`config.mk`:
```
export PLATFORM = sky130hd
export DESIGN_NAME = priority_tag_queue_mapper
export DESIGN_NICKNAME = d
export VERILOG_FILES = /design/src/logic/prio_map_pkg.sv /design/src/logic/queue_reduce_if.sv /design/src/logic/priority_tag_queue_mapper.sv /design/src/logic/queue_reducer.sv
export VERILOG_INCLUDE_DIRS = /design/src /design/src/logic
export SDC_FILE = /design/constraint.sdc
export NUM_CORES = 1
export LEC_CHECK = 0
export BUFFER_PORTS_ARGS = -buffer_cell sky130_fd_sc_hd__buf_2
export CAP_MARGIN = 20
export CORE_MARGIN = 2
export CORE_UTILIZATION = 32
export DETAILED_ROUTE_END_ITERATION = 16
export GPL_ROUTABILITY_DRIVEN = 0
export GPL_TIMING_DRIVEN = 0
export PLACE_DENSITY_LB_ADDON = 0.05
export SYNTH_ARGS = -nofsm -noshare
export SYNTH_HDL_FRONTEND = slang
export SYNTH_HIERARCHICAL = 1
export SYNTH_SLANG_ARGS = --single-unit
```
`constraint.sdc`:
```
create_clock -name I_CLOCK -period 3.2 [get_ports I_CLOCK]
set_input_delay 0.48 -clock I_CLOCK [delete_from_list [all_inputs] [get_ports I_CLOCK]]
set_output_delay 0.48 -clock I_CLOCK [all_outputs]
set_load 0.05 [all_outputs]
```
`src/logic/prio_map_params.svh`:
```
// Offsets, field positions, reset values and encodings for the priority tag queue mapper.
`ifndef PRIO_MAP_PARAMS_SVH
`define PRIO_MAP_PARAMS_SVH

// Register offsets on the switch control register port.
`define LOWER_MAP_ADDR 8'h80
`define UPPER_MAP_ADDR 8'h81
`define THRESH_CTRL_ADDR 8'h82

// Reset values of the two mapping registers, built from their 2-bit fields.
`define LOWER_MAP_RESET 8'h50
`define UPPER_MAP_RESET 8'hfa

// Two-queue threshold field position and reset value.
`define THRESH_MSB 7
`define THRESH_LSB 6
`define THRESH_RESET 2'h2

// Read-only reserved bits 5 to 0 of the threshold register read back their fixed values.
`define THRESH_RSVD_VALUE 6'h04

// Width of one mapping field and of a priority code.
`define MAP_FIELD_W 2
`define PRIO_CODE_W 3

// Answer to a read of an unmapped offset.
`define UNMAPPED_RDATA 8'h00

// Queue results.
`define QUEUE_LOW 2'h0
`define QUEUE_HIGH 2'h1
`define RESULT_TOP 2'h3
`define RESULT_ONE 2'h1
`define RESULT_TWO 2'h2

`endif

```
`src/logic/prio_map_pkg.sv`:
```
// Types shared by the priority tag queue mapper modules.
`default_nettype none
package prio_map_pkg;

    typedef logic [1:0] prio2_t;
    typedef logic [2:0] prio_code_t;
    typedef logic [7:0] reg_byte_t;
    typedef logic [7:0] reg_addr_t;

    // Whole state of the top module.
    typedef struct packed {
        reg_byte_t lower_map_reg;
        reg_byte_t upper_map_reg;
        prio2_t two_queue_threshold_reg;
        reg_byte_t rdata_reg;
        logic queue_valid_reg;
        prio2_t queue_idx_reg;
        prio2_t mapped_prio_reg;
    } mapper_state_s;

endpackage
`default_nettype wire

```
`src/logic/queue_reduce_if.sv`:
```
// Carrier between the mapper top and its queue reducer.
`timescale 1ns/100ps
`default_nettype none
interface queue_reduce_if;
    import prio_map_pkg::*;

    prio2_t mapped_result;
    logic two_queue_mode;
    prio2_t two_queue_threshold;
    prio2_t queue_idx;

    // The mapper supplies the result and configuration.
    modport client (
        output mapped_result,
        output two_queue_mode,
        output two_queue_threshold,
        input queue_idx
    );

    // The reducer turns them into a queue index.
    modport reducer (
        input mapped_result,
        input two_queue_mode,
        input two_queue_threshold,
        output queue_idx
    );
endinterface
`default_nettype wire

```
`src/logic/priority_tag_queue_mapper.sv`:
```
// Priority tag to queue mapper with its three control registers.
`timescale 1ns/100ps
`default_nettype none
`include "prio_map_params.svh"

module priority_tag_queue_mapper (
    input wire logic I_CLOCK, // Core clock, 200 MHz.
    input wire logic I_RST_B, // Synchronous reset, active low.
    input wire prio_map_pkg::reg_addr_t I_REG_ADDR, // Register offset.
    input wire logic I_REG_WR, // Write strobe, one cycle.
    input wire prio_map_pkg::reg_byte_t I_REG_WDATA, // Write data.
    input wire logic I_REG_RD, // Read strobe, one cycle.
    output logic [7:0] O_REG_RDATA, // Read data, valid the cycle after the strobe.
    input wire logic I_FRAME_VALID, // A frame asks for a queue.
    input wire prio_map_pkg::prio_code_t I_PRIO_CODE, // Tag priority code.
    input wire logic I_USE_SERVICE, // Take the service-field result instead of the tag.
    input wire prio_map_pkg::prio2_t I_SERVICE_RESULT, // Service-field mapped result.
    input wire logic I_TWO_QUEUE, // Two-queue configuration selected.
    output logic O_QUEUE_VALID, // Queue answer valid, one cycle.
    output logic [1:0] O_QUEUE_IDX, // Chosen queue.
    output logic [1:0] O_MAPPED_PRIO // 2-bit mapped result before reduction.
);
    import prio_map_pkg::*;

    mapper_state_s state_reg;
    mapper_state_s state_next;
    prio2_t tag_result;
    prio2_t chosen_result;

    queue_reduce_if rif ();

    queue_reducer u_reducer (
        .rif(rif)
    );

    // Pick the 2-bit field for a priority code out of the two mapping bytes.
    function automatic prio2_t map_field(input reg_byte_t lower, input reg_byte_t upper, input prio_code_t code);
        reg_byte_t sel;
        sel = code[2] ? upper : lower;
        case (code[1:0])
            2'h0: map_field = sel[1:0];
            2'h1: map_field = sel[3:2];
            2'h2: map_field = sel[5:4];
            default: map_field = sel[7:6];
        endcase
    endfunction

    // Tag mapping, or the service result when that source is selected.
    always_comb
    begin
        tag_result = map_field(state_reg.lower_map_reg, state_reg.upper_map_reg, I_PRIO_CODE);
        chosen_result = I_USE_SERVICE ? I_SERVICE_RESULT : tag_result;
    end

    // Feed the reducer; configuration comes from the register, mode from the pin.
    assign rif.mapped_result = chosen_result;
    assign rif.two_queue_mode = I_TWO_QUEUE;
    assign rif.two_queue_threshold = state_reg.two_queue_threshold_reg;

    // Next-state logic: register writes, reads and the queue answer.
    always_comb
    begin
        state_next = state_reg;
        state_next.queue_valid_reg = I_FRAME_VALID;
        if (I_FRAME_VALID)
        begin
            state_next.queue_idx_reg = rif.queue_idx;
            state_next.mapped_prio_reg = chosen_result;
        end
        // A write in the same cycle as a frame only affects later frames.
        if (I_REG_WR)
        begin
            case (I_REG_ADDR)
                `LOWER_MAP_ADDR: state_next.lower_map_reg = I_REG_WDATA;
                `UPPER_MAP_ADDR: state_next.upper_map_reg = I_REG_WDATA;
                `THRESH_CTRL_ADDR: state_next.two_queue_threshold_reg = I_REG_WDATA[`THRESH_MSB:`THRESH_LSB];
                default: state_next.lower_map_reg = state_reg.lower_map_reg;
            endcase
        end
        if (I_REG_RD)
        begin
            case (I_REG_ADDR)
                `LOWER_MAP_ADDR: state_next.rdata_reg = state_reg.lower_map_reg;
                `UPPER_MAP_ADDR: state_next.rdata_reg = state_reg.upper_map_reg;
                `THRESH_CTRL_ADDR: state_next.rdata_reg = {state_reg.two_queue_threshold_reg, `THRESH_RSVD_VALUE};
                default: state_next.rdata_reg = `UNMAPPED_RDATA;
            endcase
        end
    end

    // State register; reset loads the documented defaults.
    always_ff @(posedge I_CLOCK)
    begin
        if (!I_RST_B)
        begin
            state_reg.lower_map_reg <= `LOWER_MAP_RESET;
            state_reg.upper_map_reg <= `UPPER_MAP_RESET;
            state_reg.two_queue_threshold_reg <= `THRESH_RESET;
            state_reg.rdata_reg <= `UNMAPPED_RDATA;
            state_reg.queue_valid_reg <= 1'b0;
            state_reg.queue_idx_reg <= `QUEUE_LOW;
            state_reg.mapped_prio_reg <= `QUEUE_LOW;
        end
        else
        begin
            state_reg <= state_next;
        end
    end

    // Outputs come straight from the state flops.
    assign O_REG_RDATA = state_reg.rdata_reg;
    assign O_QUEUE_VALID = state_reg.queue_valid_reg;
    assign O_QUEUE_IDX = state_reg.queue_idx_reg;
    assign O_MAPPED_PRIO = state_reg.mapped_prio_reg;
endmodule
`default_nettype wire

```
`src/logic/queue_reducer.sv`:
```
// Combinational reduction of a 2-bit mapped priority to a queue index.
`timescale 1ns/100ps
`default_nettype none
`include "prio_map_params.svh"
module queue_reducer (
    queue_reduce_if.reducer rif // Result in, queue index out.
);
    import prio_map_pkg::*;

    // Decide whether a result goes to the high queue in two-queue mode.
    // Result 1 follows threshold bit 0 and result 2 threshold bit 1; the unsupported
    // setting 01 therefore still gives a defined answer (1 and 3 high).
    function automatic logic goes_high(input prio2_t res, input prio2_t thr);
        logic hi;
        hi = 1'b0;
        if (res == `RESULT_TOP)
        begin
            hi = 1'b1;
        end
        else if (res == `RESULT_ONE)
        begin
            hi = thr[0];
        end
        else if (res == `RESULT_TWO)
        begin
            hi = thr[1];
        end
        return hi;
    endfunction

    // Four queues take the result as is; two queues take low or high.
    always_comb
    begin
        if (rif.two_queue_mode)
        begin
            rif.queue_idx = goes_high(rif.mapped_result, rif.two_queue_threshold) ? `QUEUE_HIGH : `QUEUE_LOW;
        end
        else
        begin
            rif.queue_idx = rif.mapped_result;
        end
    end
endmodule
`default_nettype wire

```
* Word level (Yosys, flattened, before mapping)
Index checks and enable logic that the tools add are counted.
** Word-level totals
- Register bits after elaboration :: 31
- Input port bits :: 28
- Output and inout bits :: 13
- Word-level logic and storage cells :: 29
** Cells by class
- Equality and inequality tests :: 8
- Multiplexer cells :: 10
- Reductions and logical operators :: 4
** Operators by type and width (number)
- equality test 8 bit (second input constant) :: 3
- one-hot mux 8 bit (3 select lines) :: 1
- 2-to-1 mux 8 bit :: 1
- equality test 2 bit (second input constant) :: 3
- one-hot mux 2 bit (3 select lines) :: 1
- AND reduction 2 bit :: 3
- 2-to-1 mux 1 bit :: 5
- equality test 2 x 1 -> 1 bit (second input constant) :: 2
- 2-to-1 mux 2 bit :: 2
- zero test 2 bit :: 1

* Depth between registers and ports, before layout
Gate-level depths: netlist of the first run.
- Depth after elaboration :: 10
- Gate-level depth with buffers :: 9

* Modules after synthesis
Netlist of the first run, hierarchy kept.
** Modules (own cells, without submodules)
- priority_tag_queue_mapper :: times used 1, cells each 186, area an instance 1675.4 um^2, sequential area each 620.6 um^2
- queue_reducer :: times used 1, cells each 5, area an instance 33.8 um^2, sequential area each 0.0 um^2

* Least setup slack after synthesis of the first run
Ideal clock, no wire load.
- Path kind :: input port to flip-flop
- Start point :: input port I_PRIO_CODE[2]
- End point :: register state_reg (netlist bit O_QUEUE_IDX[0])
- Arrival :: 1.811 ns
- Setup slack :: 1.324 ns
- Cell stages on the path :: 8
- Cells stage by stage :: buf_4 mux2i_1 mux4_2 o21ai_0 a21oi_1 o2bb2ai_2 mux2i_1 nor2b_1
** Between the ends
- Longest elaborated chain between the ends :: 10
- Elaborated cells between the ends (all ways) :: 12
** RTL lines
- start: declaration :: line priority_tag_queue_mapper.sv:15 : input wire prio_map_pkg::prio_code_t I_PRIO_CODE,
- 2-to-1 mux 8 bit * :: line priority_tag_queue_mapper.sv:39 : sel = code[2] ? upper : lower;
- one-hot mux 2 bit (3 select lines) * :: line priority_tag_queue_mapper.sv:40 : case (code[1:0])
- 2-to-1 mux 2 bit * :: line priority_tag_queue_mapper.sv:52 : chosen_result = I_USE_SERVICE ? I_SERVICE_RESULT : tag_result;
- via chosen_result[0] :: line priority_tag_queue_mapper.sv:28 : prio2_t chosen_result;
- equality test 2 bit (no source line)
- 2-to-1 mux 1 bit :: line queue_reducer.sv:24 : else if (res == `RESULT_TWO)
- 2-to-1 mux 1 bit :: line queue_reducer.sv:20 : else if (res == `RESULT_ONE)
- 2-to-1 mux 1 bit :: line queue_reducer.sv:16 : if (res == `RESULT_TOP)
- 2-to-1 mux 1 bit :: line queue_reducer.sv:34 : if (rif.two_queue_mode)
- 2-to-1 mux 1 bit (no source line)
- 2-to-1 mux 2 bit * :: line queue_reducer.sv:34
- via rif.queue_idx[0] :: line queue_reduce_if.sv:10 : prio2_t queue_idx;
- end signal: assignment :: line priority_tag_queue_mapper.sv:106 : state_reg <= state_next;
- end: declaration :: line priority_tag_queue_mapper.sv:25 : mapper_state_s state_reg;
The timed path passes the listed nets; every way through them passes the cells marked *. The select of a mux whose other input is x is not followed.
A chain may end at the register's enable or synchronous reset.

* Worst setup path in the final report of the first run
Ends and elaborated chain as after synthesis.

==> results of run 1 <==
[area by class of cell]
class                      count  area, um^2  area share, %
clock buffer                   8         100           4.81
buffer                        24         158           7.57
timing repair buffer          37         185           8.89
multi-input combinational    133         920           44.2
tap                           70        87.6           4.21
inverter                       3        11.3          0.541
sequential                    31         621           29.8
[where the power goes]
part | internal, mW | switching, mW
Sequential | 0.390 | 0.00192
Combinational | 0.0465 | 0.0642
Clock | 0.196 | 0.142
Total | 0.633 | 0.208
[cell families after synthesis]
| kind of cell | after synthesis | synth area share, % |
|---|---|---|
| simple gates | 77 | 26.1 |
| compound gates | 28 | 10.2 |
| flops | 31 | 36.3 |
| buf+inv | 27 | 9.88 |
| mux | 28 | 17.5 |
[worst max-delay path: cells and delay by family]
family          cells  cell delay [ns]
mux                 3             0.73
buf+inv             1             0.16
simple gates        1             0.11
compound gates      3             0.53
[path summary, 6_finish.rpt]
check / depth (start not counted) / start / to
setup reg to reg: 7 / state_reg[21] / O_QUEUE_IDX[0]
hold / removal: 3 / I_REG_WDATA[3] / state_reg[26]
hold reg to reg: 2 / state_reg[26] / state_reg[26]
setup / recovery: 8 / I_PRIO_CODE[2] / O_QUEUE_IDX[0]
[layer usage]
metal | vias up | wire (um) | part of all wire [%]
met5 | - | 0 | 0
met4 | 0 | 24 | 0.61
met3 | 2 | 153 | 3.9
met2 | 28 | 1800 | 46
met1 | 634 | 1970 | 50
li1 | 732 | - | -
[layout by cell type (no fill, tap or decap), types with 4 or more instances in the layout]
| master | synthesis | layout |
|---|---|---|
| sky130_fd_sc_hd__nand3_1 | 14 | 14 |
| sky130_fd_sc_hd__a21oi_1 | 4 | 4 |
| sky130_fd_sc_hd__buf_4 | 16 | 16 |
| sky130_fd_sc_hd__nand2_1 | 20 | 20 |
| sky130_fd_sc_hd__clkbuf_8 | 0 | 7 |
| sky130_fd_sc_hd__nand2b_1 | 9 | 9 |
| sky130_fd_sc_hd__buf_2 | 0 | 37 |
| sky130_fd_sc_hd__mux2i_1 | 22 | 22 |
| sky130_fd_sc_hd__nor2b_1 | 18 | 18 |
| sky130_fd_sc_hd__a21boi_0 | 6 | 6 |
| sky130_fd_sc_hd__dfxtp_1 | 31 | 31 |
| sky130_fd_sc_hd__o21ai_0 | 10 | 10 |
| sky130_fd_sc_hd__clkbuf_1 | 7 | 8 |
| sky130_fd_sc_hd__mux2_2 | 5 | 5 |
| sky130_fd_sc_hd__o21ai_1 | 4 | 4 |
[metrics by stage]
stage	total power, mW	instance area [um^2]	setup WS (ns)	utilization (%)	instances
2_1_floorplan	0.473	1710	1.32	-	191
3_3_place_gp	0.514	1980	1.12	38.6	298
3_5_place_dp	0.514	1980	1.10	38.6	298
4_1_cts	0.859	2080	1.40	40.5	306
5_1_grt	0.882	2080	1.29	40.5	306
6_report	0.841	2080	1.41	40.5	306
==> summary by stage, run 1 <==
Logic synthesis
The register bit count reported by yosys is 31. The number of warnings printed during yosys synthesis is 6. The number of nets handed over by synthesis was 219. By instance count, the leading cell after synthesis is sky130_fd_sc_hd__dfxtp_1. The average footprint of a synthesized cell is 8.95 um^2. In this run, distinct cell masters in the synthesized netlist total 29.

By area the synthesized netlist is led by sky130_fd_sc_hd__dfxtp_1 (36%), sky130_fd_sc_hd__mux2i_1 (13%), sky130_fd_sc_hd__buf_4 (7.0%), sky130_fd_sc_hd__nor2b_1 (6.6%), sky130_fd_sc_hd__nand2_1 (4.4%). The combined area of all synthesized cells is 1710 um^2. The dominant register cell in the synthesized netlist is sky130_fd_sc_hd__dfxtp_1. Of all cell types, the one taking the most synthesized area is sky130_fd_sc_hd__dfxtp_1. The count of flip-flops with a built-in enable after synthesis is 0. The proportion of synthesized flip-flops having asynchronous set or reset is 0%. The commonest cells after synthesis are sky130_fd_sc_hd__dfxtp_1 (31), sky130_fd_sc_hd__mux2i_1 (22), sky130_fd_sc_hd__nand2_1 (20).

The number of standard cells after synthesis is 191. The top cell type by area accounts for 36.3% of the synthesized area. The sequential area share after synthesis is 36.3%.

Clock tree
The TritonCTS clock tree is done. The number of buffers created by CTS is 5. In this run the number of H-tree levels came out at 2. The post-CTS repair timing setup buffer count is 0. The CTS root buffer is sky130_fd_sc_hd__clkbuf_8.

In this run, post-CTS repair resized a total of 0 instances. The number of buffers inserted for hold repair after clock tree synthesis is 0. The buffer depth of the longest clock path is 2.

The clock transition at the registers of the reported paths is 0.07 ns. The number of clock sinks is 31. The clock network latency to the later pin of the worst-skew pair is 0.28 ns.

Setup path
The data arrival time of the critical path is 2.01 ns. Walking the worst path, the cells encountered are buf_4, mux2i_1, mux4_2, o21ai_0, a21oi_1, o2bb2ai_2, mux2i_1, nor2b_1. The data required time of the critical path is 3.42 ns.

The critical path startpoint category is an input port. The maximum single-stage delay on the critical path is 0.52 ns. The critical path is of the in2reg type.

Along the worst path, the maximum fanout reaches 8. The worst setup path is captured at a flip-flop. The setup slack on the worst flop-to-flop path is 1.47 ns. The slowest library cell on the worst path is sky130_fd_sc_hd__mux4_2. By instance count, the cell type seen most on the critical path is sky130_fd_sc_hd__mux2i_1.

Run status
The flow ran to the end, and the final reports show no timing, DRC or antenna violations.

Global route
The global-route congestion overflow total is 0. The first global-routing pass estimated 6.67 mm of wire. The peak-usage layer in the global routing report is met2. Global routing used 14.4% of the available tracks across all layers. Entering global routing, the biggest net connects 11 pins. The global routing usage on met1 is 19.9%. The number of antenna violations at the first check in global routing came to 0.

The number of global-route vias before repair came to 1363. Global routing used 3.65% of the available met3 tracks. For met2 alone, demand over resource in global routing was 22.1%.

Timing
The number of hold-slack violations in the final timing report came to 0. The final setup violation count is 0. Setup repair after global routing left no endpoint under its margin.

In this run the tightest slew margin relative to its limit is 66.3%. The count of pins over their slew limit is 0. The clock period could shrink to 1.79 ns. The upper clock frequency limit is 558 MHz.

The share of the clock period used by the worst path is 56.1%. For the final routed database, the setup TNS stands at 0 ns. For the pin with the worst max-slew slack, the measured transition is 0.506 ns. Final hold analysis gives a worst-case slack of 0.440 ns. Clock skew on the completed layout was measured at 0.00646 ns.

Drt
The routed via count is 1396. For this block, the routed nets add up to 3.95 mm of wire. The detailed router finished its first iteration with 69 violations. In the final routed layout, each cell accounts on average for 12.9 um. The mean number of vias per cell is 4.56. In the routed design, unresolved DRC markers number 0. The final antenna-violating net count is 0.

The detailed-router iteration count before antenna repair is 4.

Die
The die covers 5940 um^2. The floorplan die width is 77.1 um. 41 I/O pins were placed. The initial core utilization is 33.3%. The total area inside the core boundary comes to 5140 um^2. The die height is 77.1 um.

The floorplan has 26 rows.

Finish
The number of nets in the layout is 263. The number of fill cells in the layout is 547. The layout overhead on the synthesized area is 21.8%. 0 antenna diodes ended up in the layout.

The register with the most flip-flops in the layout has 16 of them. The share of layout cells above drive strength 1 is 29.7%.

Power
The cell leakage power is 0.934 nW. VDD sags by at most 0.186 mV. The power density over cell area is 404 nW/um^2.

Place
The number of port buffers is 37. The half-perimeter wire length after detailed placement is 2.97 mm.

Job
The max-cap check violation count is 0.

Hold path
The worst hold path belongs to the class in2reg.
Note: power is estimated with default switching activity, not from simulation.
==> inputs of run 2 (changes only) <==
- clock period: 3.2 -> 1.7 ns (I/O delays scaled with it)
==> run 2 against run 1 <==
Routed wire length about the same. Cell area is 0.18% higher. Setup slack lost 1.3 ns. Hold slack worse by 0.23 ns. Final cell count stayed put.
==> summary by stage, run 2 (synthesized netlist as in run 1, its figures left out) <==
Run status
The flow ran to the end, and the final reports show no timing, DRC or antenna violations.

Drt
The first detailed-routing pass took 4 iterations. The total detailed-routing wirelength is 3.95 mm. The initial DRC count is 69. The final routed wire length divided by cell count is 12.9 um. The mean number of vias per cell is 4.57. In the routed design, unresolved DRC markers number 0. The routed via count is 1398. The final antenna-violating net count is 0.

Clock tree
The number of clock sinks is 31. The buffer depth of the longest clock path is 2. Counting the buffers created by CTS gives 5. TritonCTS built the clock tree.

The clock transition at the registers of the reported paths is 0.07 ns. The clock tree synthesis step divided the H-tree into 2 levels. Hold repair after CTS inserted 0 buffers. The CTS root buffer is sky130_fd_sc_hd__clkbuf_8.

The clock network latency to the later pin of the worst-skew pair is 0.28 ns. The number of setup buffers added after CTS is 0.

Setup path
STA classifies the critical path endpoint as a flip-flop. The data arrival time of the critical path is 1.80 ns. The class of the most critical setup path is reg2reg. The worst-path maximum fanout is 3. For the worst setup path, the data required time is 1.92 ns.

The critical path startpoint category is a flip-flop.

Global route
For this run, the total global-route usage over all layers was measured as 14.4%. For this run the aggregate overflow at the end of global routing stands at 0. Entering global routing, the biggest net connects 11 pins. The first global-routing pass estimated 6.67 mm of wire.

The number of global-route vias before repair was 1363. The number of antenna violations at the first check in global routing is 0.

Finish
The area used by sequential logic in the layout is 621 um^2. In the final layout, the multi-input gates occupy 923 um^2. The share of layout cells above drive strength 1 is 30.1%. In the final design database the tool counted 263 nets. The number of fill cells in the layout is 547. The number of flip-flops in the largest register is 16. The layout overhead on the synthesized area is 22.0%. 0 antenna diodes ended up in the layout. The most common cell after layout, fill and taps aside is sky130_fd_sc_hd__buf_2.

Leaving out fill and tap cells, the most frequent cells in the layout are sky130_fd_sc_hd__buf_2 (37), sky130_fd_sc_hd__dfxtp_1 (31), sky130_fd_sc_hd__mux2i_1 (22), sky130_fd_sc_hd__nand2_1 (20), sky130_fd_sc_hd__nor2b_1 (18).

Die
The floorplan step set the die width to 77.1 um. The die height is 77.1 um. For this configuration, the core starts out at a cell density of 33.3%. The core area is 5140 um^2. In this run the count of I/O pins placed on the die edge is 41. The number of cell rows is 26. The floorplan step defined a die boundary enclosing 5940 um^2.

Place
The worst-case setup slack after placement is -0.172 ns. The count of buffers added on input and output ports is 37. The half-perimeter wire length after detailed placement is 2.97 mm.

Timing
At the pin with the least slew margin, the transition time is 0.505 ns. The upper clock frequency limit is 632 MHz. The worst clock skew is 0.00646 ns. The worst path meets setup with 0.119 ns of slack. Setup repair after global routing left no endpoint under its margin.

The final critical path takes up 93.0% of the cycle. In this run the tightest slew margin relative to its limit is 66.3%. The number of hold-slack violations in the final timing report is 0.

The clock period could shrink to 1.58 ns. Setup violations remaining at the end of the flow were counted as 0. In the final timing run, aggregate negative setup slack is 0 ns. The count of pins over their slew limit is 0.

Power
The cell leakage power is 0.936 nW. The peak supply drop is 0.350 mV. The power density over cell area is 760 nW/um^2.

Job
The max-cap check violation count is 0.

Hold path
The min-delay analysis places its worst path in the category in2reg.
-- run 2: metrics by stage --
step / total power, mW / hold WS (ns) / util [%] / cells / area [um^2]
CTS: 1.62 / 0.204 / 40.5 / 306 / 2080
detailed placement: 0.968 / 0.463 / 38.6 / 298 / 1980
finish: 1.58 / 0.215 / 40.6 / 306 / 2090
global placement: 0.967 / 0.454 / 38.6 / 298 / 1980
global route: 1.66 / 0.218 / 40.6 / 306 / 2090
floorplan: 0.890 / 0.380 / - / 191 / 1710
-- run 2: power breakdown --
part | internal, mW | total, mW | switching [mW] | leakage, nW
Clock | 0.369 | 0.636 | 0.267 | 0.0515
Combinational | 0.0882 | 0.210 | 0.122 | 0.633
Sequential | 0.735 | 0.739 | 0.00361 | 0.251
Total | 1.19 | 1.58 | 0.392 | 0.936
-- run 2: final cells by class --
class	count	share of cell area (%)
Buffer	24	7.56
Sequential cell	31	29.8
Timing Repair Buffer	37	8.88
Inverter	3	0.540
Tap cell	70	4.20
Multi-Input combinational cell	133	44.3
Clock buffer	8	4.80
-- run 2: worst max-delay path: stages, from the launching register on --
cell and delay, ns:
sky130_fd_sc_hd__dfxtp_1 0.36, sky130_fd_sc_hd__mux2i_1 0.09, sky130_fd_sc_hd__mux4_2 0.53, sky130_fd_sc_hd__o21ai_2 0.18, sky130_fd_sc_hd__a21oi_1 0.07, sky130_fd_sc_hd__o2bb2ai_2 0.11
sky130_fd_sc_hd__mux2i_1 0.08, sky130_fd_sc_hd__nor2b_1 0.11
-- run 2: per-layer routing --
layer	track usage, %	routed length [um]
met2	22.1	1810
met5	0	0
met4	4.29	24
met1	19.9	1960
met3	3.65	153
-- run 2: what timing repair did --
item	in CTS	in global routing
setup endpoints to repair	1	1
pin swaps	0	0
resized for setup	1	1
-- run 2: final timing paths --
path	startpoint	end	slack, ns	cells past startpoint
hold reg to reg	state_reg[26]	state_reg[26]	0.47	2
setup reg to reg	state_reg[21]	O_QUEUE_IDX[0]	0.12	7
hold / removal	I_REG_WDATA[3]	state_reg[26]	0.21	3
setup / recovery	state_reg[21]	O_QUEUE_IDX[0]	0.12	7
==> inputs of run 3 (changes only) <==
- CORE_UTILIZATION: 32 -> 29
- GPL_TIMING_DRIVEN: 0 -> default
- clock period: 1.7 -> 1.4 ns (I/O delays scaled with it)
==> run 3 against run 2 <==
The flow now finishes with violations (setup timing). Cell area is 1.0% higher. Sequential cell count stayed put. Routed wire length is 1.8% higher. Combinational power is 23% higher. Clock-buffer cell count is 1 lower. Sequential share of layout area is 0.12 points higher. Global-route usage is 1.2 points lower. Critical path type unchanged. Critical endpoint unchanged.
==> summary by stage, run 3 (synthesized netlist as in run 1, its figures left out) <==
Run status
The run finished, with violations left. The final reports fail on setup timing.

Drt
For this run, design rule violations remaining after detail routing come to 0. The final routed wire length divided by cell count is 13.2 um. The top metal layer carrying routed signals is met4. The detailed router placed 1414 vias in this run. The routed length on met2 is 1.98 mm. In the final routing, the length of wire on met1 measures 1.79 mm.

The count of nets left with antenna violations once routing finished came out at 0. Summed over all nets, wire length on met3 after detailed routing comes to 214 um. Using the TritonRoute via totals, the vias-per-cell ratio works out to 4.64. Wires add up to 4.02 mm. The detailed-router iteration count before antenna repair is 5. The first routing iteration left 39 violations.

Timing
The slew at the pin with the worst max-slew slack is 0.271 ns. The worst clock skew is 0.00449 ns. The worst path in the final design needs a cycle of 1.51 ns, including I/O delays and setup. Setup violations remaining at the end of the flow were counted as 1. The number of hold-slack violations in the final timing report is 0.

The count of pins over their slew limit came to 0. For this run, the top clock speed supported by timing is 660 MHz. The share of the clock period used by the worst path is 108%. The final critical-path setup slack is -0.115 ns. Setup repair after global routing could not meet its margin everywhere.

The worst slew margin relative to its limit is 81.8%.

Finish
The diode insertion count for antenna repair is 0. The top cell types in the final layout, fill and taps aside, are sky130_fd_sc_hd__buf_2 (40), sky130_fd_sc_hd__dfxtp_1 (24), sky130_fd_sc_hd__mux2i_1 (22), sky130_fd_sc_hd__nand2_1 (20), sky130_fd_sc_hd__nor2b_1 (18). The most common cell after layout, fill and taps aside is sky130_fd_sc_hd__buf_2. The design area is 2110 um^2. Relative to the synthesized area, the layout overhead comes to 23.3%. Of the cells placed in the final design, the portion with a size suffix greater than 1 is 35.2%. The number of nets in the layout is 260.

The register with the most flip-flops in the layout has 16 of them.

Clock tree
The clock network latency to the later pin of the worst-skew pair is 0.28 ns. The H-tree was split into 2 levels. After clock tree synthesis, the setup repair step added 0 buffers. The buffer depth of the longest clock path is 2. For this design, the CTS-stage hold fixing added 0 buffers.

The number of clock buffers added by TritonCTS is 5. TritonCTS built the clock tree. Clock tree synthesis found a total of 31 sinks. The clock transition at the registers of the reported paths is 0.07 ns.

The CTS root buffer is sky130_fd_sc_hd__clkbuf_8.

Die
The die outline area is 6520 um^2. The floorplan die width is 80.8 um. The initialized floorplan defines 27 standard-cell rows.

The die height is 80.8 um. The initial core utilization is 30.5%. The core area is 5610 um^2. The number of primary I/O pins is 41.

Setup path
The worst setup path is captured at a flip-flop. The worst-path maximum fanout is 2. The critical path startpoint category is a flip-flop. Data on the critical path is required at its endpoint by 1.61 ns. The maximum single-stage delay on the critical path is 0.52 ns. The class of the most critical setup path is reg2reg.

On the critical path the largest part of the delay comes from multiplexers. The signal on the critical path passes through mux2i_1, mux4_2, o21ai_4, a21oi_2, o2bb2ai_2, mux2i_1, nor2b_1. For this design, the slowest cell found on the critical path is sky130_fd_sc_hd__mux4_2. At the worst endpoint, the arrival time is 1.73 ns. The count of buffer and inverter cells on the critical path is 0.

In this design, the critical path's most frequently occurring cell is sky130_fd_sc_hd__mux2i_1.

Power
The power density over cell area is 873 nW/um^2. The peak supply drop is 0.348 mV. The cell leakage power is 0.935 nW. The sum of internal, switching and leakage power is 1.84 mW.

Global route
The maximum number of pins on one net before global-route repair is 26. The number of antenna violations at the first check in global routing came to 0. Global routing used 13.2% of the available tracks across all layers. The number of global-route vias before repair came to 1384. The global-route congestion overflow total is 0.

The first global-routing pass estimated 6.34 mm of wire.

Place
The placement-stage cell area is 2010 um^2. Once detailed placement completed, the half-perimeter wirelength came to 3.08 mm. The number of port buffers is 40.

Job
Max-cap violations in this run came to 0.

Hold path
The path class of the tightest hold or removal check is in2reg.
-- run 3: changes by cell type in the layout (fill, tap and decap cells not counted), sizes merged --
cell    delta
clkbuf     -8
buf        +4
clkinv     +1
-- run 3: worst paths after layout --
| path | slack, ns | start | endpoint | cells after the start |
|---|---|---|---|---|
| worst max register to register | -0.11 | state_reg[21] | O_QUEUE_IDX[0] | 7 |
| worst min-delay path | 0.16 | I_REG_WDATA[1] | state_reg[24] | 3 |
| worst max-delay path | -0.11 | state_reg[21] | O_QUEUE_IDX[0] | 7 |
| worst min register to register | 0.47 | state_reg[26] | state_reg[26] | 2 |
-- run 3: metal layers --
metal | track usage (%) | vias up
met5 | 0 | -
li1 | - | 728
met2 | 22.3 | 32
met1 | 15.2 | 650
met3 | 4.89 | 4
met4 | 5.25 | 0
-- run 3: metrics by stage --
stage               instances  hold slack (ns)  utilization, %  setup slack (ns)  TNS [ns]
floorplan                 191            0.335               -           -0.0757   -0.0757
global placement          297            0.439            35.8            -0.161    -0.704
detailed placement        297            0.454            35.8            -0.231    -0.753
CTS                       305            0.155            37.4            -0.118    -0.118
global route              305            0.157            37.6            -0.236    -0.236
finish                    305            0.162            37.6            -0.115    -0.115
-- run 3: where the power goes --
| group | total, mW | internal [mW] | switching (mW) |
|---|---|---|---|
| Clock | 0.684 | 0.349 | 0.335 |
| Sequential | 0.897 | 0.892 | 0.00439 |
| Combinational | 0.259 | 0.112 | 0.147 |
-- run 3: worst reg2reg max path, cell delays in order (launching register included) --
cell,delay [ns]
sky130_fd_sc_hd__dfxtp_2,0.33
sky130_fd_sc_hd__mux2i_1,0.06
sky130_fd_sc_hd__mux4_2,0.52
sky130_fd_sc_hd__o21ai_4,0.17
sky130_fd_sc_hd__a21oi_2,0.05
sky130_fd_sc_hd__o2bb2ai_2,0.12
sky130_fd_sc_hd__mux2i_1,0.08
sky130_fd_sc_hd__nor2b_1,0.11
-- run 3: area by class of cell --
type,instances,area (um^2)
fill,625,3500
inverter,3,11.3
sequential,31,629
tap,72,90.1
clock buffer,7,76.3
multi-input combinational,133,935
clock inverter,1,5.00
timing repair buffer,58,360
-- run 3: what timing repair did --
| action | CTS | global route |
|---|---|---|
| pin swaps | 1 | 0 |
| resized for setup | 5 | 4 |
| setup endpoints to repair | 1 | 2 |
